`config.mk`:
```
export PLATFORM = sky130hd
export DESIGN_NAME = pcpc_push_cmd
export DESIGN_NICKNAME = d
export VERILOG_FILES = /design/src/common/pcpc_pkg.sv /design/src/hdl/pcpc_chan_seq.sv /design/src/hdl/pcpc_push_cmd.sv
export SDC_FILE = /design/constraint.sdc
export NUM_CORES = 1
export LEC_CHECK = 0
export ABC_AREA = 1
export BUFFER_PORTS_ARGS = -buffer_cell sky130_fd_sc_hd__buf_2
export CELL_PAD_IN_SITES_DETAIL_PLACEMENT = 0
export CELL_PAD_IN_SITES_GLOBAL_PLACEMENT = 1
export CORE_UTILIZATION = 30
export DETAILED_ROUTE_END_ITERATION = 16
export MAX_ROUTING_LAYER = met4
export PLACE_DENSITY_LB_ADDON = 0.1
export SLEW_MARGIN = 25
export SYNTH_ARGS = -nofsm -noshare
export SYNTH_HDL_FRONTEND = slang
export SYNTH_SLANG_ARGS = --single-unit
```
`constraint.sdc`:
```
create_clock -name clk -period 1.2 [get_ports clk]
set_input_delay 0.12 -clock clk [delete_from_list [all_inputs] [get_ports clk]]
set_output_delay 0.12 -clock clk [all_outputs]
set_load 0.02 [all_outputs]
```
`src/common/pcpc_pkg.sv`:
```
/*
  Shared constants and types for the per-channel push-button command block.
  Assumes a command-code register port driven by the serial-interface engine.
*/
`default_nettype none

package pcpc_pkg;

  // ----------------------------------------------------------------------
  // Register map
  // ----------------------------------------------------------------------
  localparam logic [7:0] ADDR_RESTART = 8'h18;  // detect_class_restart_trigger
  localparam logic [7:0] ADDR_POWER = 8'h19;    // channel_power_request
  localparam logic [7:0] RESTART_RESET = 8'h00;
  localparam logic [7:0] POWER_RESET = 8'h00;
  localparam logic [7:0] READ_VALUE = 8'h00;    // Write-only registers read as zero

  // ----------------------------------------------------------------------
  // Field layout (four channels per register)
  // ----------------------------------------------------------------------
  localparam int NUM_CHAN = 4;
  localparam int DET_RESTART_LSB = 0;
  localparam int CLS_RESTART_LSB = 4;
  localparam int ON_REQ_LSB = 0;
  localparam int OFF_REQ_LSB = 4;

  // ----------------------------------------------------------------------
  // Operating modes and channel sequence states
  // ----------------------------------------------------------------------
  typedef enum logic [1:0] {
    MODE_OFF = 2'h0,
    MODE_MANUAL = 2'h1,
    MODE_SEMI = 2'h2,
    MODE_AUTO = 2'h3
  } pcpc_mode_type;

  // Gray along idle -> detect -> classify
  typedef enum logic [1:0] {
    SEQ_IDLE = 2'h0,
    SEQ_DET = 2'h1,
    SEQ_CLS = 2'h3
  } pcpc_seq_type;

endpackage

`default_nettype wire

```
`src/hdl/pcpc_chan_seq.sv`:
```
/*
  One channel of the push-button command engine: holds pending restarts,
  runs the one-shot detect/classify/turn-on attempt and issues pulses.
  Assumes all inputs come from logic on the same clock.
*/
`timescale 1ns/1ps
`default_nettype none

module pcpc_chan_seq (
  input wire logic clk,
  input wire logic rst,
  input wire logic [1:0] mode,
  input wire logic det_req,
  input wire logic cls_req,
  input wire logic on_req,
  input wire logic off_req,
  input wire logic cool,
  input wire logic disc,
  input wire logic both_en,
  input wire logic class_busy,
  input wire logic det_done,
  input wire logic det_valid,
  input wire logic cls_done,
  input wire logic cls_valid,
  input wire logic alloc_ok,
  output logic det_start,
  output logic cls_start,
  output logic det_en_set,
  output logic cls_en_set,
  output logic on_pulse,
  output logic off_pulse
);
  import pcpc_pkg::*;

  typedef struct packed {
    pcpc_seq_type state;
    logic det_pend;
    logic cls_pend;
    logic armed;
    logic det_start;
    logic cls_start;
    logic det_en_set;
    logic cls_en_set;
    logic on_pulse;
    logic off_pulse;
  } pcpc_chan_state_type;

  pcpc_chan_state_type s_reg;
  pcpc_chan_state_type s_next;
  pcpc_mode_type md;
  logic det_now;
  logic cls_now;
  logic blocked;
  logic good_cls;

  assign md = pcpc_mode_type'(mode);
  assign det_now = s_reg.det_pend | det_req;
  assign cls_now = s_reg.cls_pend | cls_req;
  assign blocked = cool | disc;
  assign good_cls = cls_done & cls_valid & alloc_ok;

  // Next-state: sequence first, then aborts, then fresh requests
  always_comb begin
    s_next = s_reg;
    s_next.det_start = 1'b0;
    s_next.cls_start = 1'b0;
    s_next.det_en_set = 1'b0;
    s_next.cls_en_set = 1'b0;
    s_next.on_pulse = 1'b0;
    s_next.off_pulse = 1'b0;
    // single attempt, a bad result ends it
    case (s_reg.state)
      SEQ_DET: begin
        if (det_done) begin
          if (det_valid) begin
            s_next.state = SEQ_CLS;
            s_next.cls_start = 1'b1;
          end else begin
            s_next.state = SEQ_IDLE;
          end
        end
      end
      SEQ_CLS: begin
        if (cls_done) begin
          s_next.state = SEQ_IDLE;
          s_next.on_pulse = good_cls;
        end
      end
      default: begin
      end
    endcase
    // armed request powers after this classification
    if (s_reg.armed && cls_done) begin
      s_next.armed = 1'b0;
      if (good_cls) begin
        s_next.on_pulse = 1'b1;
      end
    end
    // auto cycling powers without any request
    if (md == MODE_AUTO && both_en && good_cls) begin
      s_next.on_pulse = 1'b1;
    end
    // fault timing and disconnect abort any attempt
    if (blocked || md == MODE_OFF) begin
      s_next.state = SEQ_IDLE;
      s_next.armed = 1'b0;
      s_next.on_pulse = 1'b0;
      s_next.cls_start = 1'b0;
      s_next.det_start = 1'b0;
    end
    if (md == MODE_OFF) begin
      s_next.det_pend = 1'b0;
      s_next.cls_pend = 1'b0;
    end else if (cool) begin
      s_next.det_pend = det_now;
      s_next.cls_pend = cls_now;
    end else begin
      s_next.det_pend = 1'b0;
      s_next.cls_pend = 1'b0;
      if (md == MODE_MANUAL) begin
        s_next.det_start = s_next.det_start | det_now;
        s_next.cls_start = s_next.cls_start | cls_now;
      end else begin
        // semi-auto and auto turn on cycling enables instead
        s_next.det_en_set = det_now;
        s_next.cls_en_set = cls_now;
      end
    end
    // power requests ignored in off mode
    if (md != MODE_OFF) begin
      if (off_req) begin
        // off wins over on in the same write
        s_next.off_pulse = 1'b1;
        s_next.on_pulse = 1'b0;
        s_next.state = SEQ_IDLE;
        s_next.armed = 1'b0;
      end else if (on_req && !blocked) begin
        case (md)
          MODE_MANUAL: begin
            s_next.on_pulse = 1'b1;
          end
          MODE_SEMI: begin
            if (both_en && !class_busy) begin
              s_next.armed = 1'b1;
            end else begin
              s_next.state = SEQ_DET;
              s_next.det_start = 1'b1;
            end
          end
          default: begin
            // auto with an enable cleared runs one cycle
            if (!both_en) begin
              s_next.state = SEQ_DET;
              s_next.det_start = 1'b1;
            end
          end
        endcase
      end
    end
  end

  // State register
  always_ff @(posedge clk) begin
    if (rst) begin
      s_reg <= '0;
    end else begin
      s_reg <= s_next;
    end
  end

  assign det_start = s_reg.det_start;
  assign cls_start = s_reg.cls_start;
  assign det_en_set = s_reg.det_en_set;
  assign cls_en_set = s_reg.cls_en_set;
  assign on_pulse = s_reg.on_pulse;
  assign off_pulse = s_reg.off_pulse;

endmodule

`default_nettype wire

```
`src/hdl/pcpc_push_cmd.sv`:
```
/*
  Push-button command block for one group of four power-sourcing channels:
  decodes writes to the restart and power-request registers and drives
  per-channel start, enable-set and power pulses.
  Assumes a same-clock command-code register port from the serial engine,
  and status inputs from the channel analog controllers on the same clock.
*/
`timescale 1ns/1ps
`default_nettype none

module pcpc_push_cmd #(
  parameter int NUM_CHAN = pcpc_pkg::NUM_CHAN
) (
  input wire logic clk,
  input wire logic rst,
  // Command-code register port
  input wire logic reg_wr,
  input wire logic reg_rd,
  input wire logic [7:0] reg_addr,
  input wire logic [7:0] reg_wdata,
  output logic [7:0] reg_rdata,
  output logic reg_ack,
  // Channel mode, two bits per channel
  input wire logic [2*NUM_CHAN-1:0] chan_mode,
  input wire logic [NUM_CHAN-1:0] class_cycle_en,
  input wire logic [NUM_CHAN-1:0] detect_cycle_en,
  input wire logic [NUM_CHAN-1:0] overload_cooldown,
  input wire logic [NUM_CHAN-1:0] current_limit_cooldown,
  input wire logic [NUM_CHAN-1:0] startup_fault_cooldown,
  input wire logic [NUM_CHAN-1:0] chan_disconnect,
  input wire logic [NUM_CHAN-1:0] class_busy,
  input wire logic [NUM_CHAN-1:0] det_done,
  input wire logic [NUM_CHAN-1:0] det_valid,
  input wire logic [NUM_CHAN-1:0] cls_done,
  input wire logic [NUM_CHAN-1:0] cls_valid,
  input wire logic [NUM_CHAN-1:0] alloc_ok,
  // Pulses to the channel controllers
  output logic [NUM_CHAN-1:0] det_start,
  output logic [NUM_CHAN-1:0] cls_start,
  output logic [NUM_CHAN-1:0] det_en_set,
  output logic [NUM_CHAN-1:0] cls_en_set,
  output logic [NUM_CHAN-1:0] chan_power_on,
  output logic [NUM_CHAN-1:0] chan_power_off
);
  import pcpc_pkg::*;

  // ----------------------------------------------------------------------
  // Register-port state
  // ----------------------------------------------------------------------
  typedef struct packed {
    logic [7:0] rdata;
    logic ack;
  } pcpc_port_state_type;

  pcpc_port_state_type p_reg;
  pcpc_port_state_type p_next;

  logic wr_restart;
  logic wr_power;
  logic hit;
  logic [NUM_CHAN-1:0] detect_restart_req;
  logic [NUM_CHAN-1:0] class_restart_req;
  logic [NUM_CHAN-1:0] chan_on_req;
  logic [NUM_CHAN-1:0] chan_off_req;
  logic [NUM_CHAN-1:0] cool;
  logic [NUM_CHAN-1:0] both_en;

  // Address decode; writes act only for the one cycle of reg_wr
  assign wr_restart = reg_wr & (reg_addr == ADDR_RESTART);
  assign wr_power = reg_wr & (reg_addr == ADDR_POWER);
  assign hit = (reg_addr == ADDR_RESTART) | (reg_addr == ADDR_POWER);

  // split restart byte into class and detect halves
  assign detect_restart_req = wr_restart ? reg_wdata[DET_RESTART_LSB +: NUM_CHAN] : '0;
  assign class_restart_req = wr_restart ? reg_wdata[CLS_RESTART_LSB +: NUM_CHAN] : '0;
  // upper half of power byte requests off
  assign chan_off_req = wr_power ? reg_wdata[OFF_REQ_LSB +: NUM_CHAN] : '0;
  // lower half of power byte requests on
  assign chan_on_req = wr_power ? reg_wdata[ON_REQ_LSB +: NUM_CHAN] : '0;

  // Any of the three cool-down timers holds the channel
  assign cool = overload_cooldown | current_limit_cooldown | startup_fault_cooldown;
  assign both_en = class_cycle_en & detect_cycle_en;

  // Read answer; unmapped addresses are not acknowledged
  always_comb begin
    p_next = p_reg;
    p_next.ack = (reg_wr | reg_rd) & hit;
    // these registers always read back as zero
    p_next.rdata = READ_VALUE;
  end

  // Port register
  always_ff @(posedge clk) begin
    if (rst) begin
      p_reg <= '0;
    end else begin
      p_reg <= p_next;
    end
  end

  assign reg_rdata = p_reg.rdata;
  assign reg_ack = p_reg.ack;

  // ----------------------------------------------------------------------
  // Per-channel engines
  // ----------------------------------------------------------------------
  // requests live one cycle here; the engine holds what must wait
  for (genvar i = 0; i < NUM_CHAN; i++) begin : g_chan
    // each bit drives only its own channel engine
    pcpc_chan_seq u_seq (
      .clk(clk),
      .rst(rst),
      .mode(chan_mode[2*i +: 2]),
      .det_req(detect_restart_req[i]),
      .cls_req(class_restart_req[i]),
      .on_req(chan_on_req[i]),
      .off_req(chan_off_req[i]),
      .cool(cool[i]),
      .disc(chan_disconnect[i]),
      .both_en(both_en[i]),
      .class_busy(class_busy[i]),
      .det_done(det_done[i]),
      .det_valid(det_valid[i]),
      .cls_done(cls_done[i]),
      .cls_valid(cls_valid[i]),
      .alloc_ok(alloc_ok[i]),
      .det_start(det_start[i]),
      .cls_start(cls_start[i]),
      .det_en_set(det_en_set[i]),
      .cls_en_set(cls_en_set[i]),
      .on_pulse(chan_power_on[i]),
      .off_pulse(chan_power_off[i])
    );
  end

  for (genvar i = 0; i < NUM_CHAN; i++) begin : g_chk
    logic man;
    logic semi;
    logic auto_m;
    logic off_m;
    assign man = chan_mode[2*i +: 2] == MODE_MANUAL;
    assign semi = chan_mode[2*i +: 2] == MODE_SEMI;
    assign auto_m = chan_mode[2*i +: 2] == MODE_AUTO;
    assign off_m = chan_mode[2*i +: 2] == MODE_OFF;

  end
endmodule

`default_nettype wire

```
==> key figures, run 1 <==
Clocking
  • PostCTS Resize Cnt: 0
  • CTS root buf: clkbuf_8
  • TritonCTS buffer count: 5
  • CTS Hold Buffers Added: 0
  • CTS tree: yes
  • CTS sink cnt: 45
  • Setup bufs post-CTS: 0
  • Worst-Skew Late Latency: 0.30 ns
  • Worst-path clk slew: 0.09 ns
  • Clock Tree Buf Depth: 2
  • H-tree depth: 2

Global routing
  • Global route overflow: 0
  • Vias in the first global route: 2678
  • Antenna violations before repair: 1
  • Total track usage: 15.1%
  • Largest net degree at the start of global routing: 16
  • First-pass GRT wire length: 11800 um

Finish
  • Filler cells: 1057
  • Layout area overhead: 31.2%
  • Finished Core Util: 40.8%
  • Max FFs per register: 20
  • Final net count: 649
  • Final Non-Filler Cells: 688
  • Share of cells above drive strength 1: 31.5%

Power and ir drop
  • Peak VDD IR: 0.000563 V
  • PwrDens: 894 mW/mm^2
  • Static leakage: 1.94 nW

Yosys
  • Synth area leader: dfxtp_1
  • Most common cell in the netlist: inv_1
  • Ys Warns: 0
  • Synthesis-stage register bit count: 45
  • Synth cell types: 26
  • Post-Syn Area: 0.00289 mm^2
  • Cells after synthesis: 435
  • Top-area cell type share of the netlist area: 31.2%
  • Number of synthesized flops with an enable pin: 0
  • Syn_area_per_cell: 6.63 um^2
  • Asr flop ratio synth: 0%
  • Top cells by area, synth: dfxtp_1, inv_1, nand2_1
  • Sequential element share of the synthesized area: 31.2%
  • Main synth FF type: dfxtp_1
  • Commonest cells post-synth: inv_1, nand2_1, nor2_1

Hold path
  • Hold EP: g_chan[0].u_seq.off_pulse$_SDFF_PP0_
  • Worst Hold Depth: 3
  • Hold Path Origin: reg_wdata[4]
  • Worst Hold Class: in2reg

Placement
  • Port buffer count: 100
  • DP Cell Count: 679
  • Post-DP HPWL: 6010 um
  • Gpl congestion: 0.797

Floorplan
  • Core ar.: 0.00928 mm^2
  • Starting Density: 31.1%
  • Die Y-Extent: 100 um
  • DIE AREA: 0.0100 mm^2
  • Site Rows: 35
  • Ports: 109
  • Die W: 100 um

Outcome
  • Status: finished, final reports clean

STA
  • Unrepaired setup endpoints after global routing: true
  • Final Hold Vio Count: 0
  • Final setup vio count: 0
  • Min Tclk post-route: 1.09 ns
  • Fin Clk Skew: 0.00912 ns
  • Tcrit/Tclk final: 91.2%
  • Final Max Slew Viols: 0
  • Fmax: 914 MHz
  • Worst hold slack: 0.114 ns

Routing
  • Via count: 2791
  • Iter 0 DRT Violations: 46
  • Drc violations: 0
  • DR WL/cell: 10.0 um
  • Vias per cell: 4.06
  • Drt total wl: 6900 um
  • Drt pass-1 iters: 4
  • Antenna Nets Post-Route: 0

Critical path
  • Critical Path Start Type: flop
  • Setup CP Type: reg2reg
  • Reg2reg start: g_chan[3].u_seq.s_reg[9]$_SDFF_PP0_
  • R2r worst-path depth: 5
  • Worst EP required: 1.43 ns
  • Arr. time, crit path: 1.33 ns
  • Critical R2R Capture: g_chan[3].u_seq.cls_start$_SDFF_PP0_
  • Worst-path fanout max: 2
  • Crit end category: flop
  • Register-to-register setup slack: 0.11 ns

Job
  • Max Cap Violations: 0
==> final cells by class <==
class / count / area, um^2 / area share (%)
diodes: 1 / 2.50 / 0.0661
flip-flops and latches: 45 / 901 / 23.8
well taps: 129 / 161 / 4.26
inverters: 82 / 308 / 8.13
multi-input cells: 282 / 1470 / 38.7
repair buffers: 141 / 808 / 21.4
clock buffers: 5 / 68.8 / 1.82
clock inverters: 3 / 68.8 / 1.82
==> how the worst max path moves through the flow <==
| stage | startpoint | depth (start not counted) | endpoint |
|---|---|---|---|
| 2_1_floorplan | chan_mode[6] | 8 | g_chan[3].u_seq.s_reg[9]$_SDFF_PP0_ |
| 3_3_place_gp | reg_addr[2] | 10 | g_chan[0].u_seq.on_pulse$_SDFF_PP0_ |
| 3_5_place_dp | reg_addr[2] | 10 | g_chan[0].u_seq.on_pulse$_SDFF_PP0_ |
| 4_1_cts | g_chan[3].u_seq.s_reg[9]$_SDFF_PP0_ | 5 | g_chan[3].u_seq.cls_start$_SDFF_PP0_ |
| 5_1_grt | g_chan[2].u_seq.s_reg[9]$_SDFF_PP0_ | 8 | g_chan[2].u_seq.s_reg[9]$_SDFF_PP0_ |
| 6_report | g_chan[3].u_seq.s_reg[9]$_SDFF_PP0_ | 5 | g_chan[3].u_seq.cls_start$_SDFF_PP0_ |
==> worst max-delay path, cell delays in order, from the launching register on <==
cell	delay (ns)
dfxtp_1	0.33
inv_1	0.06
nor2_2	0.11
nand3_2	0.11
or2_2	0.30
a21oi_1	0.13
==> placed cells by master, fill, tap and decap left out, drive strengths merged <==
cell type / netlist / final
and3: 1 / 1
ha: 16 / 16
nor3b: 2 / 2
inv: 82 / 83
a21oi: 32 / 32
conb: 1 / 8
nand2: 78 / 78
nand4: 9 / 9
diode: 0 / 1
o21a: 2 / 2
or2: 2 / 2
nor2: 74 / 74
bufinv: 0 / 2
dfxtp: 45 / 45
nor3: 9 / 9
o21bai: 4 / 4
o21ai: 9 / 9
nand3: 36 / 36
buf: 33 / 141
clkbuf: 0 / 5
==> where the power goes <==
part,total (mW),switching (mW),internal [mW],leakage [nW]
clock network,1.38,0.540,0.838,0.0688
registers,1.49,0.0000817,1.49,0.362
logic,0.512,0.275,0.237,1.50
==> cells by family after synthesis <==
group	synth area share, %
AND/OR/NAND/NOR	33.7
buffers and inverters	19.4
AO/OA/AOI/OAI	8.67
flip-flops	31.2
adder cells (fa/ha/maj)	6.94
other	0.130
==> metrics by stage <==
step                TNS (ns)  setup WS (ns)  cell area (um^2)  power [mW]
floorplan                  0         0.0621              2910        1.78
global placement       -3.31         -0.176              3630        2.04
detailed placement     -3.29         -0.161              3630        2.04
CTS                        0         0.0628              3770        3.43
global route         -0.0210        -0.0210              3780        3.57
finish                     0          0.105              3780        3.38
==> layer usage <==
metal  track usage [%]  part of all wire (%)
met5                 -                     0
met1              18.8                    48
met3              2.99                   4.4
met4              3.01                  0.41
met2              25.4                    47
Power figures use the tool's default switching activity.
==> inputs of run 2 (changes only) <==
clock period = 0.97 ns   (was 1.2 ns; I/O delays follow)
==> key figures, run 2 (same netlist as run 1, synthesis figures left out) <==
Power and ir drop
  • Static leakage: 2.08 nW (+7.4%)
  • Peak VDD IR: 0.000575 V (+2.1%)
  • PwrDens: 887 mW/mm^2 (-0.76%)

Global routing
  • Vias in the first global route: 2851 (+6.5%)
  • Total track usage: 15.8% (+0.73 points)
  • Antenna violations before repair: 0 (-1)
  • Global route overflow: 0 (unchanged)
  • Largest net degree at the start of global routing: 13 (-3)
  • First-pass GRT wire length: 12300 um (+4.3%)

STA
  • Final setup vio count: 3 (+3)
  • Unrepaired setup endpoints after global routing: true
  • Final Max Slew Viols: 0 (unchanged)
  • Worst hold slack: 0.102 ns (-0.0119 ns)
  • Tcrit/Tclk final: 104% (+13 points)
  • Min Tclk post-route: 1.01 ns (-0.0829 ns)
  • Final Hold Vio Count: 0 (unchanged)
  • Final Worst Setup Slack: -0.0416 ns (-0.147 ns)
  • Fin Clk Skew: 0.00302 ns (-0.00610 ns)
  • Fmax: 988 MHz (+8.2%)

Clocking
  • Worst-path clk slew: 0.09 ns (about the same)
  • Worst-Skew Late Latency: 0.29 ns (about the same)
  • H-tree depth: 2 (unchanged)
  • CTS sink cnt: 45 (unchanged)
  • Clock Tree Buf Depth: 2 (unchanged)
  • CTS tree: yes
  • TritonCTS buffer count: 5 (unchanged)
  • CTS root buf: clkbuf_8

Finish
  • Commonest cells after routing, fill and taps aside: buf_2, nand2_1, inv_1, buf_4, nor2_1
  • Finished Cell Area: 0.00427 mm^2 (+13%)
  • Antenna diode count: 0 (-1)
  • Layout area overhead: 48.1%
  • Max FFs per register: 20 (unchanged)
  • Footprint of the multi-input gates: 0.00176 mm^2 (+20%)
  • Final net count: 673 (+3.7%)
  • Filler cells: 1022 (-3.3%)
  • Reg area: 918 um^2 (+1.9%)
  • Most common cell after layout, fill and taps aside: buf_2
  • Share of cells above drive strength 1: 46.0% (+14 points)

Critical path
  • Slowest CP cell: dfxtp_4
  • Top cell by count, worst path: nand2_1
  • CP delay by family, top: flip-flops
  • Arr. time, crit path: 1.20 ns (-0.13 ns)
  • CP Cell Sequence: nand2_1 -> inv_2 -> nand2_1 -> nand2_2 -> buf_4 -> a21oi_2 -> nor2_1
  • WP buf/inv: 2 (+1)
  • Worst-path fanout max: 3 (+1)
  • Critical Path Start Type: flop
  • Max incr delay on CP: 0.36 ns (+0.03 ns)
  • Crit end category: flop
  • Worst EP required: 1.16 ns (-0.27 ns)
  • Setup CP Type: reg2reg

Floorplan
  • DIE AREA: 0.0100 mm^2 (unchanged)
  • Die W: 100 um (unchanged)
  • Die Y-Extent: 100 um (unchanged)
  • Site Rows: 35 (unchanged)
  • Ports: 109 (unchanged)
  • Core ar.: 0.00928 mm^2 (unchanged)
  • Starting Density: 31.1% (unchanged)

Routing
  • Drt total wl: 7380 um (+7.0%)
  • Vias per cell: 4.15 (+2.4%)
  • Drt pass-1 iters: 4 (unchanged)
  • Iter 0 DRT Violations: 26 (-43%)
  • Drc violations: 0 (unchanged)
  • DR WL/cell: 10.4 um (+3.7%)
  • Antenna Nets Post-Route: 0 (unchanged)
  • Via count: 2950 (+5.7%)

Placement
  • Gpl congestion: 0.761 (-4.5%)
  • Area of placed instances: 0.00379 mm^2 (+4.6%)
  • Port buffer count: 100 (unchanged)
  • Post-DP HPWL: 6100 um (+1.5%)

Hold path
  • Worst Hold Class: in2reg

Outcome
  • Status: complete, but fails checks
  • Failing checks: setup timing

Job
  • Max Cap Violations: 0 (unchanged)
==> run 2: cell types whose count changed in the layout (fill, tap and decap cells not counted), moves of 7 or more <==
cell,before,now
inv_1,79,64
nor2_1,62,55
nand3_2,2,9
inv_2,3,15
nand2_1,77,68
nand3_1,34,25
nor2_4,2,12
a21oi_2,0,13
buf_4,41,62
a21oi_1,32,19
dfxtp_1,45,37
nand2_2,1,8
==> run 2: path summary, 6_finish.rpt <==
check / from / to / slack (ns) / cells past startpoint
worst max-delay path: g_chan[2].u_seq.s_reg[10]$_SDFF_PP0_ / g_chan[2].u_seq.s_reg[9]$_SDFF_PP0_ / -0.04 / 7
worst min-delay path: reg_rd / reg_ack$_SDFF_PP0_ / 0.10 / 3
worst max register to register: g_chan[2].u_seq.s_reg[10]$_SDFF_PP0_ / g_chan[2].u_seq.s_reg[9]$_SDFF_PP0_ / -0.04 / 7
worst min register to register: g_chan[0].u_seq.s_reg[6]$_SDFF_PP0_ / g_chan[0].u_seq.s_reg[6]$_SDFF_PP0_ / 0.48 / 2
==> run 2: worst min-delay path, stage by stage <==
cell	delay (ns)
buf_2	0.11
nor2_1	0.09
nor3_1	0.06
==> run 2: area by class of cell <==
| cell class | count | share of cell area, % |
|---|---|---|
| Multi-Input combinational cell | 282 | 41.3 |
| Timing Repair Buffer | 165 | 23.8 |
| Sequential cell | 45 | 21.5 |
| Inverter | 82 | 7.61 |
| Tap cell | 129 | 3.78 |
| Clock buffer | 7 | 2.02 |
==> run 2: metal layers <==
layer	vias up	wire [um]	GRT usage (%)
li1	1598	-	-
met1	1290	3250	17.8
met2	57	3800	29.4
met3	5	283	2.58
met4	0	52	3.34
met5	-	0	-
==> run 2: what timing repair did <==
action                     in CTS  in global routing
gates resized for setup        29                 63
hold buffers                    0                  0
buffers inserted                6                  5
cloned                          0                  0
setup endpoints to repair      24                 28
pin swaps                      19                 34
==> run 2: stage by stage <==
step	std cells	power (mW)	util (%)	TNS, ns	setup WS, ns
after floorplan	442	2.23	-	-0.267	-0.0309
after global placement	692	2.60	40.9	-11.31	-0.373
after detailed placement	692	2.60	40.9	-12.25	-0.388
after CTS	705	3.80	43.1	-0.159	-0.0625
after global routing	710	4.02	46.0	-0.788	-0.130
final	710	3.79	46.0	-0.100	-0.0416
==> run 2: where the power goes <==
group | internal, mW | leakage (nW) | switching, mW | total, mW
Combinational | 0.358 | 1.67 | 0.408 | 0.766
Sequential | 1.84 | 0.367 | 0.000110 | 1.84
Clock | 0.567 | 0.0443 | 0.622 | 1.19
